### src/rtl/rsfc_defs.svh
// Purpose: Constants for the regulator sequence and fault control block.
// Assumes: Included by its bare name from the channel and top design modules.
// Notes: Offsets are register indices; the bus byte address is four times the index.
//
// How it works
// - Fault always interrupts; field picks extra action.
// - Fault action code 11 shuts system down.
// - Startup slot: off, slots 1-14, or active.
// - Shutdown slot: 0000/1111 at off, else slot.
// - Hibernate behaviour: image voltage or disable output.
// - Hibernate trigger: register bit or low-power inputs.
// - Image code: 50mV steps low, 100mV high.
// - Switch mode bypasses regulation and voltage select; the code clears regulate but still drives volt_code from output_voltage.
// - Output float bit chooses discharge when disabled.
// - All four regulators off forces every discharge.
// - Voltage select applies only in regulator mode; the code drives volt_code from output_voltage in switch mode too.
// - Fields reset by state machine to build defaults.
`ifndef RSFC_DEFS_SVH
`define RSFC_DEFS_SVH

// ----------------------------------------------------------------------
// Register indices
// ----------------------------------------------------------------------
`define RSFC_IDX_A_SLOTS 8'hcf
`define RSFC_IDX_A_HIB 8'hd0
`define RSFC_IDX_B_CTRL 8'hd1
`define RSFC_IDX_B_SLOTS 8'hd2
`define RSFC_IDX_A_CTRL 8'he0
`define RSFC_IDX_B_HIB 8'he1
`define RSFC_IDX_SWCTL 8'he2
`define RSFC_IDX_IRQ_STAT 8'he3
`define RSFC_IDX_IRQ_MASK 8'he4
`define RSFC_IDX_STATUS 8'he5

// ----------------------------------------------------------------------
// Field positions
// ----------------------------------------------------------------------
`define RSFC_F_FAULT_HI 15
`define RSFC_F_FAULT_LO 14
`define RSFC_F_START_HI 13
`define RSFC_F_START_LO 10
`define RSFC_F_SHUT_HI 9
`define RSFC_F_SHUT_LO 6
`define RSFC_F_HMODE_HI 13
`define RSFC_F_HMODE_LO 12
`define RSFC_F_HTRIG_HI 9
`define RSFC_F_HTRIG_LO 8
`define RSFC_F_SWI 14
`define RSFC_F_OPFLT 10
`define RSFC_F_VOLT_HI 4
`define RSFC_F_VOLT_LO 0

// ----------------------------------------------------------------------
// Reset values (build option defaults)
// ----------------------------------------------------------------------
`define RSFC_RST_A_SLOTS 16'h1400
`define RSFC_RST_A_HIB 16'h001c
`define RSFC_RST_B_CTRL 16'h001b
`define RSFC_RST_B_SLOTS 16'h1000
`define RSFC_RST_A_CTRL 16'h001b
`define RSFC_RST_B_HIB 16'h001c

// ----------------------------------------------------------------------
// Codes and timing
// ----------------------------------------------------------------------
`define RSFC_SLOT_OFF 4'h0
`define RSFC_SLOT_ALL 4'hf
`define RSFC_HMODE_IMAGE 2'h0
`define RSFC_HMODE_DISABLE 2'h1
`define RSFC_WAIT_CYCLES 1

`endif

### src/rtl/rsfc_pkg.sv
// Purpose: Types for the regulator sequence and fault control block.
// Assumes: Compiled before the design modules.
// Notes: Constants live in the defs header.
package rsfc_pkg;

   // Fault reaction chosen by the fault-action field.
   typedef enum logic [1:0] {
      RSFC_ACT_IGNORE,
      RSFC_ACT_REG,
      RSFC_ACT_SYS,
      RSFC_ACT_SYS_RSVD
   } rsfc_act_t;

   // One regulator's control fields.
   typedef struct packed {
      logic [1:0] fault_action;
      logic [3:0] startup_slot;
      logic [3:0] shutdown_slot;
      logic [1:0] hib_behaviour;
      logic [1:0] hib_trigger;
      logic [4:0] image_voltage;
      logic switch_mode;
      logic output_float;
      logic [4:0] output_voltage;
   } rsfc_cfg_t;

   // Sequencer view from the power state machine.
   typedef struct packed {
      logic [3:0] slot;
      logic slot_strobe;
      logic enter_active;
      logic enter_off;
      logic sw_hibernate;
      logic [2:0] low_power;
   } rsfc_seq_t;

   // Drive to one regulator.
   typedef struct packed {
      logic enable;
      logic regulate;
      logic discharge;
      logic [4:0] volt_code;
   } rsfc_drv_t;

   // Bus slave states.
   typedef enum {
      RSFC_BUS_IDLE,
      RSFC_BUS_ACK
   } rsfc_bus_st_t;

endpackage

### src/rtl/rsfc_channel.sv
// Purpose: One regulator channel: sequencing, hibernate, voltage and fault.
// Assumes: Slot strobes come from the power state machine.
// Notes: Instantiated once per regulator.
`timescale 1ns/1ps
`include "rsfc_defs.svh"

module rsfc_channel
(
   // Clock and reset.
   input wire logic i_clock,
   input wire logic i_rst_n,
   // Configuration and sequencer.
   input wire rsfc_pkg::rsfc_cfg_t i_cfg,
   input wire rsfc_pkg::rsfc_seq_t i_seq,
   input wire logic i_fault,
   input wire logic i_all_off,
   // Results.
   output rsfc_pkg::rsfc_drv_t o_drv,
   output logic o_fault_event,
   output logic o_sys_shutdown
);
   import rsfc_pkg::*;

   // Channel state kept as one packed struct.
   typedef struct packed {
      logic on;
      logic tripped;
      logic fault_d;
      rsfc_drv_t drv;
      logic fault_event;
      logic sys_shutdown;
   } rsfc_ch_state_t;

   rsfc_ch_state_t state;
   rsfc_ch_state_t next_state;
   logic hib_now;
   logic fault_rise;

   // ----------------------------------------------------------------------
   // Next-state logic.
   // ----------------------------------------------------------------------
   always_comb
   begin
      next_state = state;
      fault_rise = i_fault && !state.fault_d;
      next_state.fault_d = i_fault;
      // Hibernate source: register bit or one of three low-power inputs.
      case (i_cfg.hib_trigger)
         2'h0: hib_now = i_seq.sw_hibernate;
         2'h1: hib_now = i_seq.low_power[0];
         2'h2: hib_now = i_seq.low_power[1];
         default: hib_now = i_seq.low_power[2];
      endcase
      // Start-up: a slot match, or entry to active for the all code.
      if (i_cfg.startup_slot != `RSFC_SLOT_OFF)
      begin
         if (i_cfg.startup_slot == `RSFC_SLOT_ALL)
         begin
            if (i_seq.enter_active)
            begin
               next_state.on = 1'b1;
            end
         end
         else if (i_seq.slot_strobe && i_seq.slot == i_cfg.startup_slot)
         begin
            next_state.on = 1'b1;
         end
      end
      // Shut-down: 0000 and 1111 act on entry to off, others on their slot.
      if (i_cfg.shutdown_slot == `RSFC_SLOT_OFF
          || i_cfg.shutdown_slot == `RSFC_SLOT_ALL)
      begin
         if (i_seq.enter_off)
         begin
            next_state.on = 1'b0;
            next_state.tripped = 1'b0;
         end
      end
      else if (i_seq.slot_strobe && i_seq.slot == i_cfg.shutdown_slot)
      begin
         next_state.on = 1'b0;
      end
      // A new fault always raises the event; the action field adds more.
      next_state.fault_event = fault_rise;
      next_state.sys_shutdown = 1'b0;
      if (fault_rise)
      begin
         case (rsfc_act_t'(i_cfg.fault_action))
            RSFC_ACT_IGNORE: next_state.tripped = state.tripped;
            RSFC_ACT_REG: next_state.tripped = 1'b1;
            RSFC_ACT_SYS: next_state.sys_shutdown = 1'b1;
            RSFC_ACT_SYS_RSVD: next_state.sys_shutdown = 1'b1;
            default: next_state.sys_shutdown = 1'b1;
         endcase
      end
      // Output drive, registered so every output leaves a flip-flop.
      next_state.drv.enable = state.on && !state.tripped
         && !(hib_now && i_cfg.hib_behaviour == `RSFC_HMODE_DISABLE);
      next_state.drv.regulate = !i_cfg.switch_mode;
      // Image voltage when hibernating in image mode, otherwise the select code; the code map
      // itself lives in the analogue trim, shared by both fields.
      if (hib_now && i_cfg.hib_behaviour == `RSFC_HMODE_IMAGE)
      begin
         next_state.drv.volt_code = i_cfg.image_voltage;
      end
      else
      begin
         next_state.drv.volt_code = i_cfg.output_voltage;
      end
      // Discharge when disabled unless floating, and always when all are off.
      next_state.drv.discharge = !next_state.drv.enable
         && (!i_cfg.output_float || i_all_off);
   end

   // ----------------------------------------------------------------------
   // State register; the state machine reset returns it to off.
   // ----------------------------------------------------------------------
   always_ff @(posedge i_clock)
   begin
      if (!i_rst_n)
      begin
         state <= '0;
      end
      else
      begin
         state <= next_state;
      end
   end

   assign o_drv = state.drv;
   assign o_fault_event = state.fault_event;
   assign o_sys_shutdown = state.sys_shutdown;
endmodule

### src/rtl/rsfc_top.sv
// Purpose: Register file and Avalon-MM slave for two regulator channels.
// Assumes: Sequencer strobes and fault levels are synchronous to i_clock.
// Notes: Registers answer one cycle after a request; unmapped reads are zero.
//
// The Avalon-MM register port was chosen for this implementation.
`timescale 1ns/1ps
`include "rsfc_defs.svh"

module rsfc_top
(
   // Clock and reset.
   input wire logic i_clock,
   input wire logic i_rst_n,
   // Avalon-MM slave.
   input wire logic [9:0] i_address,
   input wire logic i_read,
   input wire logic i_write,
   input wire logic [31:0] i_writedata,
   input wire logic [3:0] i_byteenable,
   output logic [31:0] o_readdata,
   output logic o_waitrequest,
   // Power state machine.
   input wire rsfc_pkg::rsfc_seq_t i_seq,
   input wire logic i_sm_reset,
   input wire logic [1:0] i_other_enabled,
   input wire logic [1:0] i_fault,
   // Regulator drive.
   output rsfc_pkg::rsfc_drv_t o_drv_a,
   output rsfc_pkg::rsfc_drv_t o_drv_b,
   output logic o_sys_shutdown,
   output logic o_irq
);
   import rsfc_pkg::*;

   // ----------------------------------------------------------------------
   // Whole block state.
   // ----------------------------------------------------------------------
   typedef struct packed {
      logic [15:0] a_slots;
      logic [15:0] a_hib;
      logic [15:0] a_ctrl;
      logic [15:0] b_slots;
      logic [15:0] b_hib;
      logic [15:0] b_ctrl;
      logic sw_hib;
      logic [1:0] irq_stat;
      logic [1:0] irq_mask;
      logic [31:0] rdata;
      logic wait_n;
      rsfc_bus_st_t bus;
      logic irq;
      logic sys_down;
   } rsfc_top_state_t;

   rsfc_top_state_t state;
   rsfc_top_state_t next_state;
   rsfc_cfg_t cfg_a;
   rsfc_cfg_t cfg_b;
   rsfc_seq_t seq;
   rsfc_drv_t drv_a;
   rsfc_drv_t drv_b;
   logic [1:0] fault_ev;
   logic [1:0] sys_req;
   logic all_off;
   logic [7:0] idx;
   logic [15:0] wmask;
   logic [15:0] wdat;

   // Map a channel's three registers (slots, hib, ctrl) into its fields.
   function automatic rsfc_cfg_t unpack_cfg(input logic [15:0] slots,
      input logic [15:0] hib, input logic [15:0] ctrl);
      rsfc_cfg_t c;
      c.fault_action = slots[`RSFC_F_FAULT_HI:`RSFC_F_FAULT_LO];
      c.startup_slot = slots[`RSFC_F_START_HI:`RSFC_F_START_LO];
      c.shutdown_slot = slots[`RSFC_F_SHUT_HI:`RSFC_F_SHUT_LO];
      c.hib_behaviour = hib[`RSFC_F_HMODE_HI:`RSFC_F_HMODE_LO];
      c.hib_trigger = hib[`RSFC_F_HTRIG_HI:`RSFC_F_HTRIG_LO];
      c.image_voltage = hib[`RSFC_F_VOLT_HI:`RSFC_F_VOLT_LO];
      c.switch_mode = ctrl[`RSFC_F_SWI];
      c.output_float = ctrl[`RSFC_F_OPFLT];
      c.output_voltage = ctrl[`RSFC_F_VOLT_HI:`RSFC_F_VOLT_LO];
      return c;
   endfunction

   // Keep only the documented bits of a written value.
   function automatic logic [15:0] merge(input logic [15:0] old_v,
      input logic [15:0] new_v, input logic [15:0] keep);
      return (old_v & ~keep) | (new_v & keep);
   endfunction

   // ----------------------------------------------------------------------
   // Channels: two identical instances, coupled only through all_off.
   // ----------------------------------------------------------------------
   always_comb
   begin
      cfg_a = unpack_cfg(state.a_slots, state.a_hib, state.a_ctrl);
      cfg_b = unpack_cfg(state.b_slots, state.b_hib, state.b_ctrl);
      seq = i_seq;
      seq.sw_hibernate = state.sw_hib;
      // All four off: the two outside regulators and both of ours.
      all_off = (i_other_enabled == 2'h0)
         && !drv_a.enable && !drv_b.enable;
   end

   rsfc_channel u_chan_a
   (
      .i_clock(i_clock),
      .i_rst_n(i_rst_n && !i_sm_reset),
      .i_cfg(cfg_a),
      .i_seq(seq),
      .i_fault(i_fault[0]),
      .i_all_off(all_off),
      .o_drv(drv_a),
      .o_fault_event(fault_ev[0]),
      .o_sys_shutdown(sys_req[0])
   );

   rsfc_channel u_chan_b
   (
      .i_clock(i_clock),
      .i_rst_n(i_rst_n && !i_sm_reset),
      .i_cfg(cfg_b),
      .i_seq(seq),
      .i_fault(i_fault[1]),
      .i_all_off(all_off),
      .o_drv(drv_b),
      .o_fault_event(fault_ev[1]),
      .o_sys_shutdown(sys_req[1])
   );

   // ----------------------------------------------------------------------
   // Register file, interrupt and bus slave.
   // ----------------------------------------------------------------------
   always_comb
   begin
      next_state = state;
      idx = i_address[9:2];
      wmask = {{8{i_byteenable[1]}}, {8{i_byteenable[0]}}};
      wdat = i_writedata[15:0];
      next_state.wait_n = 1'b0;
      next_state.bus = RSFC_BUS_IDLE;
      // A request is answered in the cycle after it is seen.
      if ((i_read || i_write) && state.bus == RSFC_BUS_IDLE)
      begin
         next_state.bus = RSFC_BUS_ACK;
         next_state.wait_n = 1'b1;
         next_state.rdata = 32'h0;
         if (i_write)
         begin
            case (idx)
               `RSFC_IDX_A_SLOTS: next_state.a_slots =
                  merge(state.a_slots, wdat, wmask & 16'hffc0);
               `RSFC_IDX_A_HIB: next_state.a_hib =
                  merge(state.a_hib, wdat, wmask & 16'h331f);
               `RSFC_IDX_A_CTRL: next_state.a_ctrl =
                  merge(state.a_ctrl, wdat, wmask & 16'h441f);
               `RSFC_IDX_B_SLOTS: next_state.b_slots =
                  merge(state.b_slots, wdat, wmask & 16'hffc0);
               `RSFC_IDX_B_HIB: next_state.b_hib =
                  merge(state.b_hib, wdat, wmask & 16'h331f);
               `RSFC_IDX_B_CTRL: next_state.b_ctrl =
                  merge(state.b_ctrl, wdat, wmask & 16'h441f);
               `RSFC_IDX_SWCTL: next_state.sw_hib =
                  i_byteenable[0] ? wdat[0] : state.sw_hib;
               `RSFC_IDX_IRQ_MASK: next_state.irq_mask =
                  i_byteenable[0] ? wdat[1:0] : state.irq_mask;
               default: next_state.wait_n = 1'b1;
            endcase
         end
         else
         begin
            case (idx)
               `RSFC_IDX_A_SLOTS: next_state.rdata = {16'h0, state.a_slots};
               `RSFC_IDX_A_HIB: next_state.rdata = {16'h0, state.a_hib};
               `RSFC_IDX_A_CTRL: next_state.rdata = {16'h0, state.a_ctrl};
               `RSFC_IDX_B_SLOTS: next_state.rdata = {16'h0, state.b_slots};
               `RSFC_IDX_B_HIB: next_state.rdata = {16'h0, state.b_hib};
               `RSFC_IDX_B_CTRL: next_state.rdata = {16'h0, state.b_ctrl};
               `RSFC_IDX_SWCTL: next_state.rdata = {31'h0, state.sw_hib};
               `RSFC_IDX_IRQ_STAT: next_state.rdata = {30'h0, state.irq_stat};
               `RSFC_IDX_IRQ_MASK: next_state.rdata = {30'h0, state.irq_mask};
               `RSFC_IDX_STATUS: next_state.rdata =
                  {26'h0, drv_b.discharge, drv_b.enable, drv_a.discharge,
                   drv_a.enable, 2'h0};
               default: next_state.rdata = 32'h0;
            endcase
         end
      end
      // Write one to clear; a fault in the same cycle wins over the clear.
      if (i_write && state.bus == RSFC_BUS_IDLE && idx == `RSFC_IDX_IRQ_STAT
          && i_byteenable[0])
      begin
         next_state.irq_stat = state.irq_stat & ~wdat[1:0];
      end
      next_state.irq_stat = next_state.irq_stat | fault_ev;
      next_state.irq = |(next_state.irq_stat & next_state.irq_mask);
      next_state.sys_down = |sys_req;
   end

   // ----------------------------------------------------------------------
   // State register. The power state machine reset restores the build
   // defaults, not only power-on; the interrupt state survives it.
   // ----------------------------------------------------------------------
   always_ff @(posedge i_clock)
   begin
      if (!i_rst_n)
      begin
         state <= '0;
         state.a_slots <= `RSFC_RST_A_SLOTS;
         state.a_hib <= `RSFC_RST_A_HIB;
         state.a_ctrl <= `RSFC_RST_A_CTRL;
         state.b_slots <= `RSFC_RST_B_SLOTS;
         state.b_hib <= `RSFC_RST_B_HIB;
         state.b_ctrl <= `RSFC_RST_B_CTRL;
         state.bus <= RSFC_BUS_IDLE;
      end
      else if (i_sm_reset)
      begin
         state <= next_state;
         state.a_slots <= `RSFC_RST_A_SLOTS;
         state.a_hib <= `RSFC_RST_A_HIB;
         state.a_ctrl <= `RSFC_RST_A_CTRL;
         state.b_slots <= `RSFC_RST_B_SLOTS;
         state.b_hib <= `RSFC_RST_B_HIB;
         state.b_ctrl <= `RSFC_RST_B_CTRL;
         state.sw_hib <= 1'b0;
      end
      else
      begin
         state <= next_state;
      end
   end

   // Outputs straight from flip-flops.
   assign o_readdata = state.rdata;
   assign o_waitrequest = !state.wait_n;
   assign o_drv_a = drv_a;
   assign o_drv_b = drv_b;
   assign o_sys_shutdown = state.sys_down;
   assign o_irq = state.irq;
endmodule

### config.mk
export PLATFORM = sky130hd
export DESIGN_NAME = rsfc_top
export DESIGN_NICKNAME = d
export VERILOG_FILES = /design/src/rtl/rsfc_pkg.sv /design/src/rtl/rsfc_channel.sv /design/src/rtl/rsfc_top.sv
export VERILOG_INCLUDE_DIRS = /design/src /design/src/rtl
export SDC_FILE = /design/constraint.sdc
export NUM_CORES = 1
export LEC_CHECK = 0
export BUFFER_PORTS_ARGS = -buffer_cell sky130_fd_sc_hd__buf_2
export CAP_MARGIN = 20
export CORE_MARGIN = 2
export CORE_UTILIZATION = 45
export CTS_BUF_LIST = sky130_fd_sc_hd__clkbuf_16
export CTS_CLUSTER_DIAMETER = 150
export DETAILED_ROUTE_END_ITERATION = 10
export HOLD_SLACK_MARGIN = 0.15
export PLACE_DENSITY = 0.7
export REMOVE_ABC_BUFFERS = 1
export SETUP_SLACK_MARGIN = 0.05
export SLEW_MARGIN = 20
export SYNTH_ARGS = -nofsm -noshare
export SYNTH_HDL_FRONTEND = slang
export SYNTH_SLANG_ARGS = --single-unit
### constraint.sdc
create_clock -name i_clock -period 2.75 [get_ports i_clock]
set_clock_uncertainty 0.05 [all_clocks]
set_input_delay 0.55 -clock i_clock [delete_from_list [all_inputs] [get_ports i_clock]]
set_output_delay 0.55 -clock i_clock [all_outputs]
set_load 0.05 [all_outputs]
# Word level (Yosys, flattened, before mapping)
# Index checks and enable logic that the tools add are counted.
# totals
word_cells	190
in_bits	66
register_bits	194
output_inout_bits	51
# classes
n_reduce_logical	70
n_eq_ne	32
n_mux	33
bitwise	23
# op_table
operator	count
$pmux 16 s10	1
$and 16x16->16	7
$or 16x16->16	6
$eq 8x8->1 const B	10
$mux 67	1
$logic_not 32->1	1
$logic_and 1x1->1	23
$mux 1	18
$reduce_and 3->1	6
$and 16x14->16	1
$and 16x15->16	1
$eq 4x4->1	4
$eq 4x4->1 const B	4
$logic_not 1->1	16
$mux 16	1
$not 14->16	1
$not 15->16	1
$not 16->16	1
$logic_not 2->1	7
$eq 2x1->1 const B	6
$eq 2x2->1 const B	6
$mux 2	6
$mux 5	2
$reduce_or 2->1	5
other kinds (12)	23

# Logic depth before layout (Yosys ltp)
# Gate-level depths: netlist (run 1).
# depth
word_depth	9
depth_mapped	7
depth_no_buf	5

# Modules after synthesis
# A second synthesis (run 1) with hierarchy kept.
# hier_totals
cells_unflattened	584
area_unflattened_um2	4961.0
# by_module_without_submodules
mod	instances	area_each_um2	seq_area_each_um2	cells_each
rsfc_top	1	3589.7	1521.5	432
rsfc_channel	2	685.7	260.2	76

# Worst setup path after synthesis (run 1)
# No wires, ideal clock.
# synth_timing
path_kind	input to register
startpoint	input i_address[4]
endpoint	register with a tool-made name
setup_time_ns	0.129
required_ns	2.571
path_stages	7
arrival_time_ns	2.095
path_buffers	2
slack_ns	0.475
cell_sequence	buf_6 -> nand4bb_4 -> or2_1 -> buf_6 -> nor4_4 -> mux2i_1 -> nand2_1
# synth_lines
item	line_no	rtl
start: declaration	rsfc_top.sv:15	input wire logic [9:0] i_address,

# Final worst setup path (run 1)
# layout_timing
startpoint	register state[2] in the netlist's numbering
endpoint	register state, in the netlist o_readdata[5]
# layout_via
elab_chain_cells	3
# layout_rtl
item	line_no	rtl
start: declaration	rsfc_top.sv:55	rsfc_top_state_t state;
start signal: assignment	rsfc_top.sv:219	state <= next_state;
start signal: assignment	rsfc_top.sv:230	state <= next_state;
$logic_not 32->1	rsfc_top.sv:143	if ((i_read || i_write) && state.bus == RSFC_BUS_IDLE)
$logic_and 1x1->1	rsfc_top.sv:143	
$mux 67	rsfc_top.sv:143	
# Every way passes these cells.
# A chain may end at the register's enable or synchronous reset.

==> results of run 1 <==
cell families (layout without fill, tap and decap cells):
kind of cell              Yosys count  in the layout  share of synthesized area, %
buffers and inverters              87            118                         10.74
other                               1             16                       0.07609
muxes                              40             40                         8.886
and+or+nand+nor                   251            251                         25.44
DFF                               102            102                         41.43
xor gates and xnor gates           12             12                         2.133
AOI/OAI and AO/OA                  88             88                         11.30
stage by stage:
step	instances	total power (W)	cell area (µm²)	setup slack [ns]	utilization, %
global placement	751	0.001817	5187	0.4342	48.28
CTS	767	0.003088	5484	0.6693	51.04
global route	767	0.003175	5484	0.5395	51.04
detailed placement	751	0.001822	5187	0.3829	48.28
floorplan	515	0.001703	4478	0.008401	-
finish	767	0.003074	5484	0.6763	51.04
final timing paths:
kind / from / endpoint / slack, ns / cells after the start
setup / recovery: state[2] / o_readdata[5] / 0.68 / 4
hold / removal: i_fault[0] / u_chan_a.state[10] / 0.37 / 3
hold reg to reg: u_chan_a.state[10] / u_chan_a.o_fault_event / 0.38 / 1
setup reg to reg: state[2] / o_readdata[5] / 0.68 / 4
power by group through the flow:
stage | logic (W) | registers (W) | clock network (W)
after floorplan | 0.000137 | 0.00157 | 0
after global placement | 0.000285 | 0.00153 | 0
after detailed placement | 0.000289 | 0.00153 | 0
after CTS | 0.000290 | 0.00150 | 0.00130
after global routing | 0.000312 | 0.00150 | 0.00136
final | 0.000293 | 0.00150 | 0.00128
worst max-delay path, cell delays in order (launching register included):
cell     delay, ns
dfxtp_1       0.42
or4_1         0.61
or2_2         0.30
o32a_1        0.37
o21ai_0       0.25
area by class of cell:
class                           count  area, µm²  share of cell area [%]
Timing Repair Buffer               96      525.5                   9.582
Clock inverter                      7      71.32                   1.300
Tap cell                          140      175.2                   3.194
Sequential cell                   102       2042                   37.23
Clock buffer                        9      225.2                   4.107
Inverter                            6      22.52                  0.4107
Multi-Input combinational cell    407       2422                   44.17
Yosys cell counts (2+ instances only):
library cell and number:
dfxtp_1 102, nand2_1 79, nand3_1 60, buf_4 49, nor2_1 39, mux2i_1 37, o21ai_0 29, clkbuf_1 27
nor3_1 18, a21oi_1 17, nand2b_1 9, xnor2_1 8, a22oi_1 7, a31oi_1 7, nor2b_1 7, and2_1 6
inv_1 6, a221oi_1 5, nor4_1 5, a211oi_1 4, and4_1 4, nor3b_1 4, xor2_1 4, buf_2 3
mux4_2 3, nand4_1 3, o221ai_1 3, o22ai_1 3, o31ai_1 3, buf_6 2, nand3b_1 2, nand4b_1 2
o2111ai_1 2, o21a_1 2, o311a_1 2, or2_2 2, or3_1 2, or4_1 2
per-layer routing:
layer / global-route usage [%] / vias to the layer above / wire (µm)
met1: 30.59 / 2044 / 5881
met2: 35.31 / 170 / 5934
li1: - / 2066 / -
met5: 0 / - / 0
met3: 3.228 / 13 / 826
met4: 7.875 / 0 / 201
==> reports/summary.txt, run 1 <==
GRT Util Overall -> 22.15%
CTS tree -> done
Post-route clock period utilization -> 75.41%
Final hold violations -> 0
Most frequent cells in the layout -> 102 x dfxtp_1, 79 x nand2_1, 78 x buf_2
Cell Rows -> 38
Fraction of registers with async set/reset -> 0%
Status -> complete, no violations
HPWL after detailed placement -> 9618 µm
P_int -> 0.002276 W
Slew Limit Fails -> 0
# fillers -> 990
Maximum number of pins on one net before global-route repair -> 44
Die Area -> 11,800 µm²
Setup_tns -> 0 ns
Die Height -> 108.7 µm
Startpoint class of the critical path -> register
TritonCTS buffer count -> 9
Avg Cell Area, Syn -> 8.483 µm²
CTS resizes -> 0
CP Capture Type -> register
Commonest non-fill, non-tap cell in the layout -> dfxtp_1
Gr ovfl total -> 0
Unrepaired setup endpoints after global routing -> no
CTS root buf -> clkbuf_16
Initial antenna violation count -> 0
# nets final -> 688
LEAKAGE -> 2.178 nW
CTS HTree Levels -> 3
Synth top area cells -> dfxtp_1 41%, mux2i_1 7.5%, buf_4 7.5%
Hold_ws -> 0.3677 ns
Crit-path max FO -> 13
Post-synth top flop -> dfxtp_1
Die X -> 108.7 µm
Clock Power Share -> 41.7%
Count of mapped cells out of synthesis -> 581
Worst setup path category -> register to register
Minimum clock period -> 2.074 ns
RePlAce Congestion -> 0.9493
Synth area leader -> dfxtp_1
DR WL/cell -> 16.75 µm
N_diodes -> 0
Share of the synthesized area in the top cell type -> 41.43%
Clock Pin Slew Worst Setup and Hold Paths -> 0.07 ns
Post-synthesis sequential area ratio -> 41.43%
Initial Util -> 45.87%
Area Growth Syn to Fin -> 11.27%
Worst VDD drop -> 0.2553 mV
Post-CTS setup buffers -> 0
Drt via density -> 5.597
Fraction of layout instances using a drive strength above 1 -> 19.30%
Hold Buf Count CTS -> 0
Antenna-violating nets left -> 0
Yosys warns -> 0
DRT Pass-1 Iters -> 5
Seq cells post-synth -> 102
Cell area after synthesis -> 4928 µm²
PD cells -> 560.5 nW/µm²
Vias in the first global route -> 3,896
Post-synth EDFFs -> 0
IO Count -> 117
Worst-Margin Slew -> 0.6611 ns
Drt drc -> 0
Flop pwr share -> 48.8%
Max clock buf depth -> 2
HP Class -> primary input to register
Routed WL -> 12,840 µm
Net Sw Power -> 0.0007981 W
Port-buffer cells -> 78
Initial DRC count -> 338
Critical path arrival -> 2.29 ns
Critical Path RT -> 2.96 ns
First-pass GRT wire length -> 19,980 µm
Slew headroom -> 55.93%
Setup-failing EPs final -> 0
Logic pwr share -> 9.5%
Worst skew pair latency -> 0.35 ns
Total core area -> 10,750 µm²
Distinct cells, synth -> 50
DR vias -> 4,293
Switching Share -> 25.96%
Max Freq -> 0.4822 GHz
Clock Sink Count -> 102
Max Cap Viol -> 0
No activity file was read; power rests on OpenSTA's default activity.
==> run 2, diff against run 1 <==
clock period = 2 ns   (was 2.75 ns; I/O delays follow)
==> reports/summary.txt, run 2 (same netlist as run 1, synthesis figures left out) <==
Worst skew pair latency -> 0.34 ns (about the same)
Area Growth Syn to Fin -> 14.85%
CTS root buf -> clkbuf_16
Routed WL -> 13,140 µm (+2.3%)
First-pass GRT wire length -> 20,460 µm (+2.4%)
Worst-Margin Slew -> 0.5456 ns (-0.1155 ns)
PD cells -> 736.7 nW/µm² (+31%)
Startpoint class of the critical path -> register
Max Cap Viol -> 0 (unchanged)
GRT Util Overall -> 22.62% (+0.48 points)
Cell Rows -> 38 (unchanged)
Worst VDD drop -> 0.4339 mV (+70%)
Worst setup path category -> register to register
Most frequent cells in the layout -> 102 x dfxtp_1, 79 x nand2_1, 78 x buf_2
Final hold violations -> 0 (unchanged)
CP Capture Type -> register
Port-buffer cells -> 78 (unchanged)
Total core area -> 10,750 µm² (unchanged)
N_diodes -> 0 (unchanged)
Critical path arrival -> 2.04 ns (-0.25 ns)
TritonCTS buffer count -> 9 (unchanged)
CTS HTree Levels -> 3 (unchanged)
Power Total -> 0.004170 W (+36%)
CTS resizes -> 0 (unchanged)
Die Area -> 11,800 µm² (unchanged)
HP Class -> primary input to register
Initial Util -> 45.87% (unchanged)
Status -> complete, no violations
Drt drc -> 0 (unchanged)
Critical Path RT -> 2.21 ns (-0.75 ns)
Crit-path max FO -> 13 (unchanged)
Max Freq -> 0.5481 GHz (+14%)
# nets final -> 707 (+2.8%)
Clock Sink Count -> 102 (unchanged)
DR WL/cell -> 16.74 µm (about the same)
LEAKAGE -> 2.286 nW (+4.9%)
Max clock buf depth -> 2 (unchanged)
Minimum clock period -> 1.824 ns (-0.2494 ns)
CTS tree -> done
Drt via density -> 5.544 (-0.95%)
Antenna-violating nets left -> 0 (unchanged)
DRT Pass-1 Iters -> 5 (unchanged)
RePlAce Congestion -> 0.8873 (-6.5%)
Commonest non-fill, non-tap cell in the layout -> dfxtp_1
Slew Limit Fails -> 0 (unchanged)
HPWL after detailed placement -> 9952 µm (+3.5%)
Die X -> 108.7 µm (unchanged)
Hold Buf Count CTS -> 0 (unchanged)
DR vias -> 4,352 (+1.4%)
Unrepaired setup endpoints after global routing -> no
Post-CTS setup buffers -> 0 (unchanged)
Clock Pin Slew Worst Setup and Hold Paths -> 0.07 ns (about the same)
Fraction of layout instances using a drive strength above 1 -> 21.40% (+2.1 points)
# fillers -> 1,001 (+1.1%)
Setup-failing EPs final -> 0 (unchanged)
IO Count -> 117 (unchanged)
Maximum number of pins on one net before global-route repair -> 44 (unchanged)
Die Height -> 108.7 µm (unchanged)
Vias in the first global route -> 3,990 (+2.4%)
Hold_ws -> 0.2230 ns (-0.1447 ns)
Non-filler cells, final -> 785 (+2.3%)
Post-route clock period utilization -> 91.22% (+16 points)
DP Cell Count -> 770 (+2.5%)
Initial DRC count -> 323 (-4.4%)
Slew headroom -> 63.55% (+7.6 points)
Initial antenna violation count -> 0 (unchanged)
Gr ovfl total -> 0 (unchanged)
==> run 2: changes by cell type in the layout (fill, tap and decap cells not counted), sizes merged <==
cell	change
clkinv	+1
buf	+19
inv	-1
clkinvlp	-1
==> run 2: metrics by stage <==
step	utilization, %	TNS (ns)	setup WS, ns	cell area [µm²]
detailed placement	50.07	-0.1701	-0.03328	5380
finish	52.68	0	0.1756	5660
floorplan	-	-10.34	-0.5916	4478
global placement	50.07	-0.2262	-0.05349	5380
CTS	52.68	0	0.1830	5660
global route	52.68	0	0.07720	5660
==> run 2: metal layers <==
layer / track usage, % / part of all wire (%)
met1: 31.15 / 45
met2: 34.78 / 45
met3: 5.320 / 8.3
met4: 7.875 / 2.2
met5: 0 / 0
==> run 2: final timing paths <==
path         depth (start not counted)                from                      to  slack [ns]
max reg2reg                          5            state[2]          o_readdata[13]        0.18
max                                  5            state[2]          o_readdata[13]        0.18
min reg2reg                          1  u_chan_a.state[10]  u_chan_a.o_fault_event        0.39
min                                  3          i_fault[0]      u_chan_a.state[10]        0.22
==> run 2: area by class of cell <==
class | instances | area (µm²) | share of cell area, %
multi-input cells | 407 | 2422 | 42.79
flip-flops and latches | 102 | 2042 | 36.07
repair buffers | 115 | 718.2 | 12.69
clock buffers | 9 | 225.2 | 3.979
well taps | 140 | 175.2 | 3.095
clock inverters | 6 | 55.05 | 0.9726
inverters | 6 | 22.52 | 0.3979
==> run 2: power breakdown <==
group	total (W)	internal (W)	switching, W
combinational	0.000434	0.000131	0.000304
sequential	0.00206	0.00205	0.00000688
clock	0.00168	0.000949	0.000729
total	0.00417	0.00313	0.00104
==> run 2: critical path, cell delays in order, from the launching register on <==
cell	delay [ns]
dfxtp_1	0.30
or4_1	0.57
or2_2	0.30
o32a_1	0.20
buf_12	0.16
o21ai_0	0.17
==> run 3, diff against run 2 <==
CORE_MARGIN = 10   (was 2)
==> reports/summary.txt, run 3 (same netlist as run 1, synthesis figures left out) <==
Vias in the first global route -> 4,215 (+5.6%)
Commonest non-fill, non-tap cell in the layout -> dfxtp_1
DR vias -> 4,404 (+1.2%)
CTS resizes -> 0 (unchanged)
LEAKAGE -> 2.289 nW (+0.14%)
Reg-to-Reg End -> o_readdata[9]
Status -> complete, no violations
Crit-path max FO -> 15 (+2)
Critical path arrival -> 1.98 ns (-0.06 ns)
GRT Util Overall -> 17.12% (-5.5 points)
Initial DRC count -> 388 (+20%)
Slew Limit Fails -> 0 (unchanged)
Maximum number of pins on one net before global-route repair -> 44 (unchanged)
CP Capture Type -> register
Slew headroom -> 63.72% (+0.17 points)
DRT Pass-1 Iters -> 5 (unchanged)
Worst hold endpoint -> u_chan_a.state[10]
Place WS -> -0.1195 ns (-0.08619 ns)
Gr ovfl total -> 0 (unchanged)
Hold Buf Count CTS -> 0 (unchanged)
Clock Sink Count -> 102 (unchanged)
Die Height -> 124.7 µm (+15%)
Antenna-violating nets left -> 0 (unchanged)
Routed WL -> 13,990 µm (+6.5%)
R2R setup slack -> 0.19 ns (about the same)
Worst-Margin Slew -> 0.5430 ns (-0.002545 ns)
Worst VDD drop -> 0.4964 mV (+14%)
Fraction of layout instances using a drive strength above 1 -> 21.48% (+0.088 points)
DR WL/cell -> 17.78 µm (+6.2%)
HP Class -> primary input to register
HPWL after detailed placement -> 10,610 µm (+6.7%)
Post-route clock period utilization -> 90.60% (-0.62 points)
Cell Rows -> 38 (unchanged)
Max clock buf depth -> 2 (unchanged)
Unrepaired setup endpoints after global routing -> no
First-pass GRT wire length -> 21,960 µm (+7.4%)
Area Growth Syn to Fin -> 14.93% (about the same)
Power Total -> 0.004187 W (+0.41%)
Minimum clock period -> 1.812 ns (-0.01239 ns)
Most frequent cells in the layout -> 102 x dfxtp_1, 79 x nand2_1, 78 x buf_2
Hold path cells -> 3 (unchanged)
Setup_tns -> 0 ns (unchanged)
Critical Path RT -> 2.17 ns (-0.04 ns)
Setup-failing EPs final -> 0 (unchanged)
Final hold violations -> 0 (unchanged)
Drt drc -> 0 (unchanged)
Initial Util -> 45.66% (-0.20 points)
N_diodes -> 0 (unchanged)
CTS tree -> done
Worst skew pair latency -> 0.35 ns (about the same)
Drt via density -> 5.596 (+0.94%)
CTS root buf -> clkbuf_16
Port-buffer cells -> 78 (unchanged)
Die Area -> 15,540 µm² (+32%)
Final Util -> 52.48% (-0.20 points)
Design area -> 5664 µm² (about the same)
Startpoint class of the critical path -> primary input
# fillers -> 999 (-0.20%)
R2r worst-path depth -> 5 (unchanged)
R2R Path Start -> state[2]
Worst setup path category -> primary input to register
Max Freq -> 0.5519 GHz (+0.68%)
PD cells -> 739.3 nW/µm² (+0.35%)
Clock Pin Slew Worst Setup and Hold Paths -> 0.06 ns (about the same)
DP Area -> 5383 µm² (about the same)
Post-CTS setup buffers -> 0 (unchanged)
Initial antenna violation count -> 0 (unchanged)
Max Cap Viol -> 0 (unchanged)
Die X -> 124.7 µm (+15%)
RePlAce Congestion -> 0.9152 (+3.1%)
# nets final -> 709 (+0.28%)
Total core area -> 10,790 µm² (+0.44%)
Beginning of the worst hold path -> i_fault[0]
IO Count -> 117 (unchanged)
Fin worst setup slack -> 0.1880 ns (+0.01239 ns)
CTS HTree Levels -> 3 (unchanged)
TritonCTS buffer count -> 9 (unchanged)
==> run 3: how the worst max path moves through the flow <==
stage	start	to	cells past startpoint
6_report	i_address[2]	register	7
5_1_grt	i_address[2]	register	7
4_1_cts	state[2]	o_readdata[9]	5
3_5_place_dp	i_address[2]	register	7
3_3_place_gp	i_address[2]	register	7
2_1_floorplan	i_address[5]	register	5
==> run 3: power breakdown <==
group	leakage, nW	switching [W]	total, W	internal [W]
Clock	0.138	0.000745	0.00169	0.000950
Sequential	0.826	0.00000687	0.00206	0.00205
Combinational	1.33	0.000305	0.000435	0.000130
Total	2.29	0.00106	0.00419	0.00313
==> run 3: layout make-up <==
cell class / instances / area [µm²] / share of cell area, %
timing repair buffer: 117 / 720.7 / 12.72
inverter: 6 / 22.52 / 0.3976
clock inverter: 6 / 56.30 / 0.9940
clock buffer: 9 / 225.2 / 3.976
multi-input combinational: 407 / 2422 / 42.77
sequential: 102 / 2042 / 36.05
tap: 140 / 175.2 / 3.093
==> run 3: layer usage <==
metal	part of all wire, %	global-route usage, %	up-vias
met1	43	21.78	2057
met2	46	26.71	211
met5	0	0	-
met4	2.9	8.568	0
li1	-	-	2105
met3	8.3	3.660	31
==> run 3: worst max-delay path, cell delays in order <==
cell and delay [ns]:
buf_2 0.30, inv_1 0.19, nor4_1 0.49, buf_4 0.24, nand2_1 0.15, nand2_1 0.12
nand3_1 0.09
==> run 3: per-stage QoR <==
step	cells	hold WS [ns]
5_1_grt	787	0.2420
2_1_floorplan	515	0.3498
3_5_place_dp	772	0.3770
4_1_cts	787	0.2122
3_3_place_gp	772	0.3629
6_report	787	0.2154
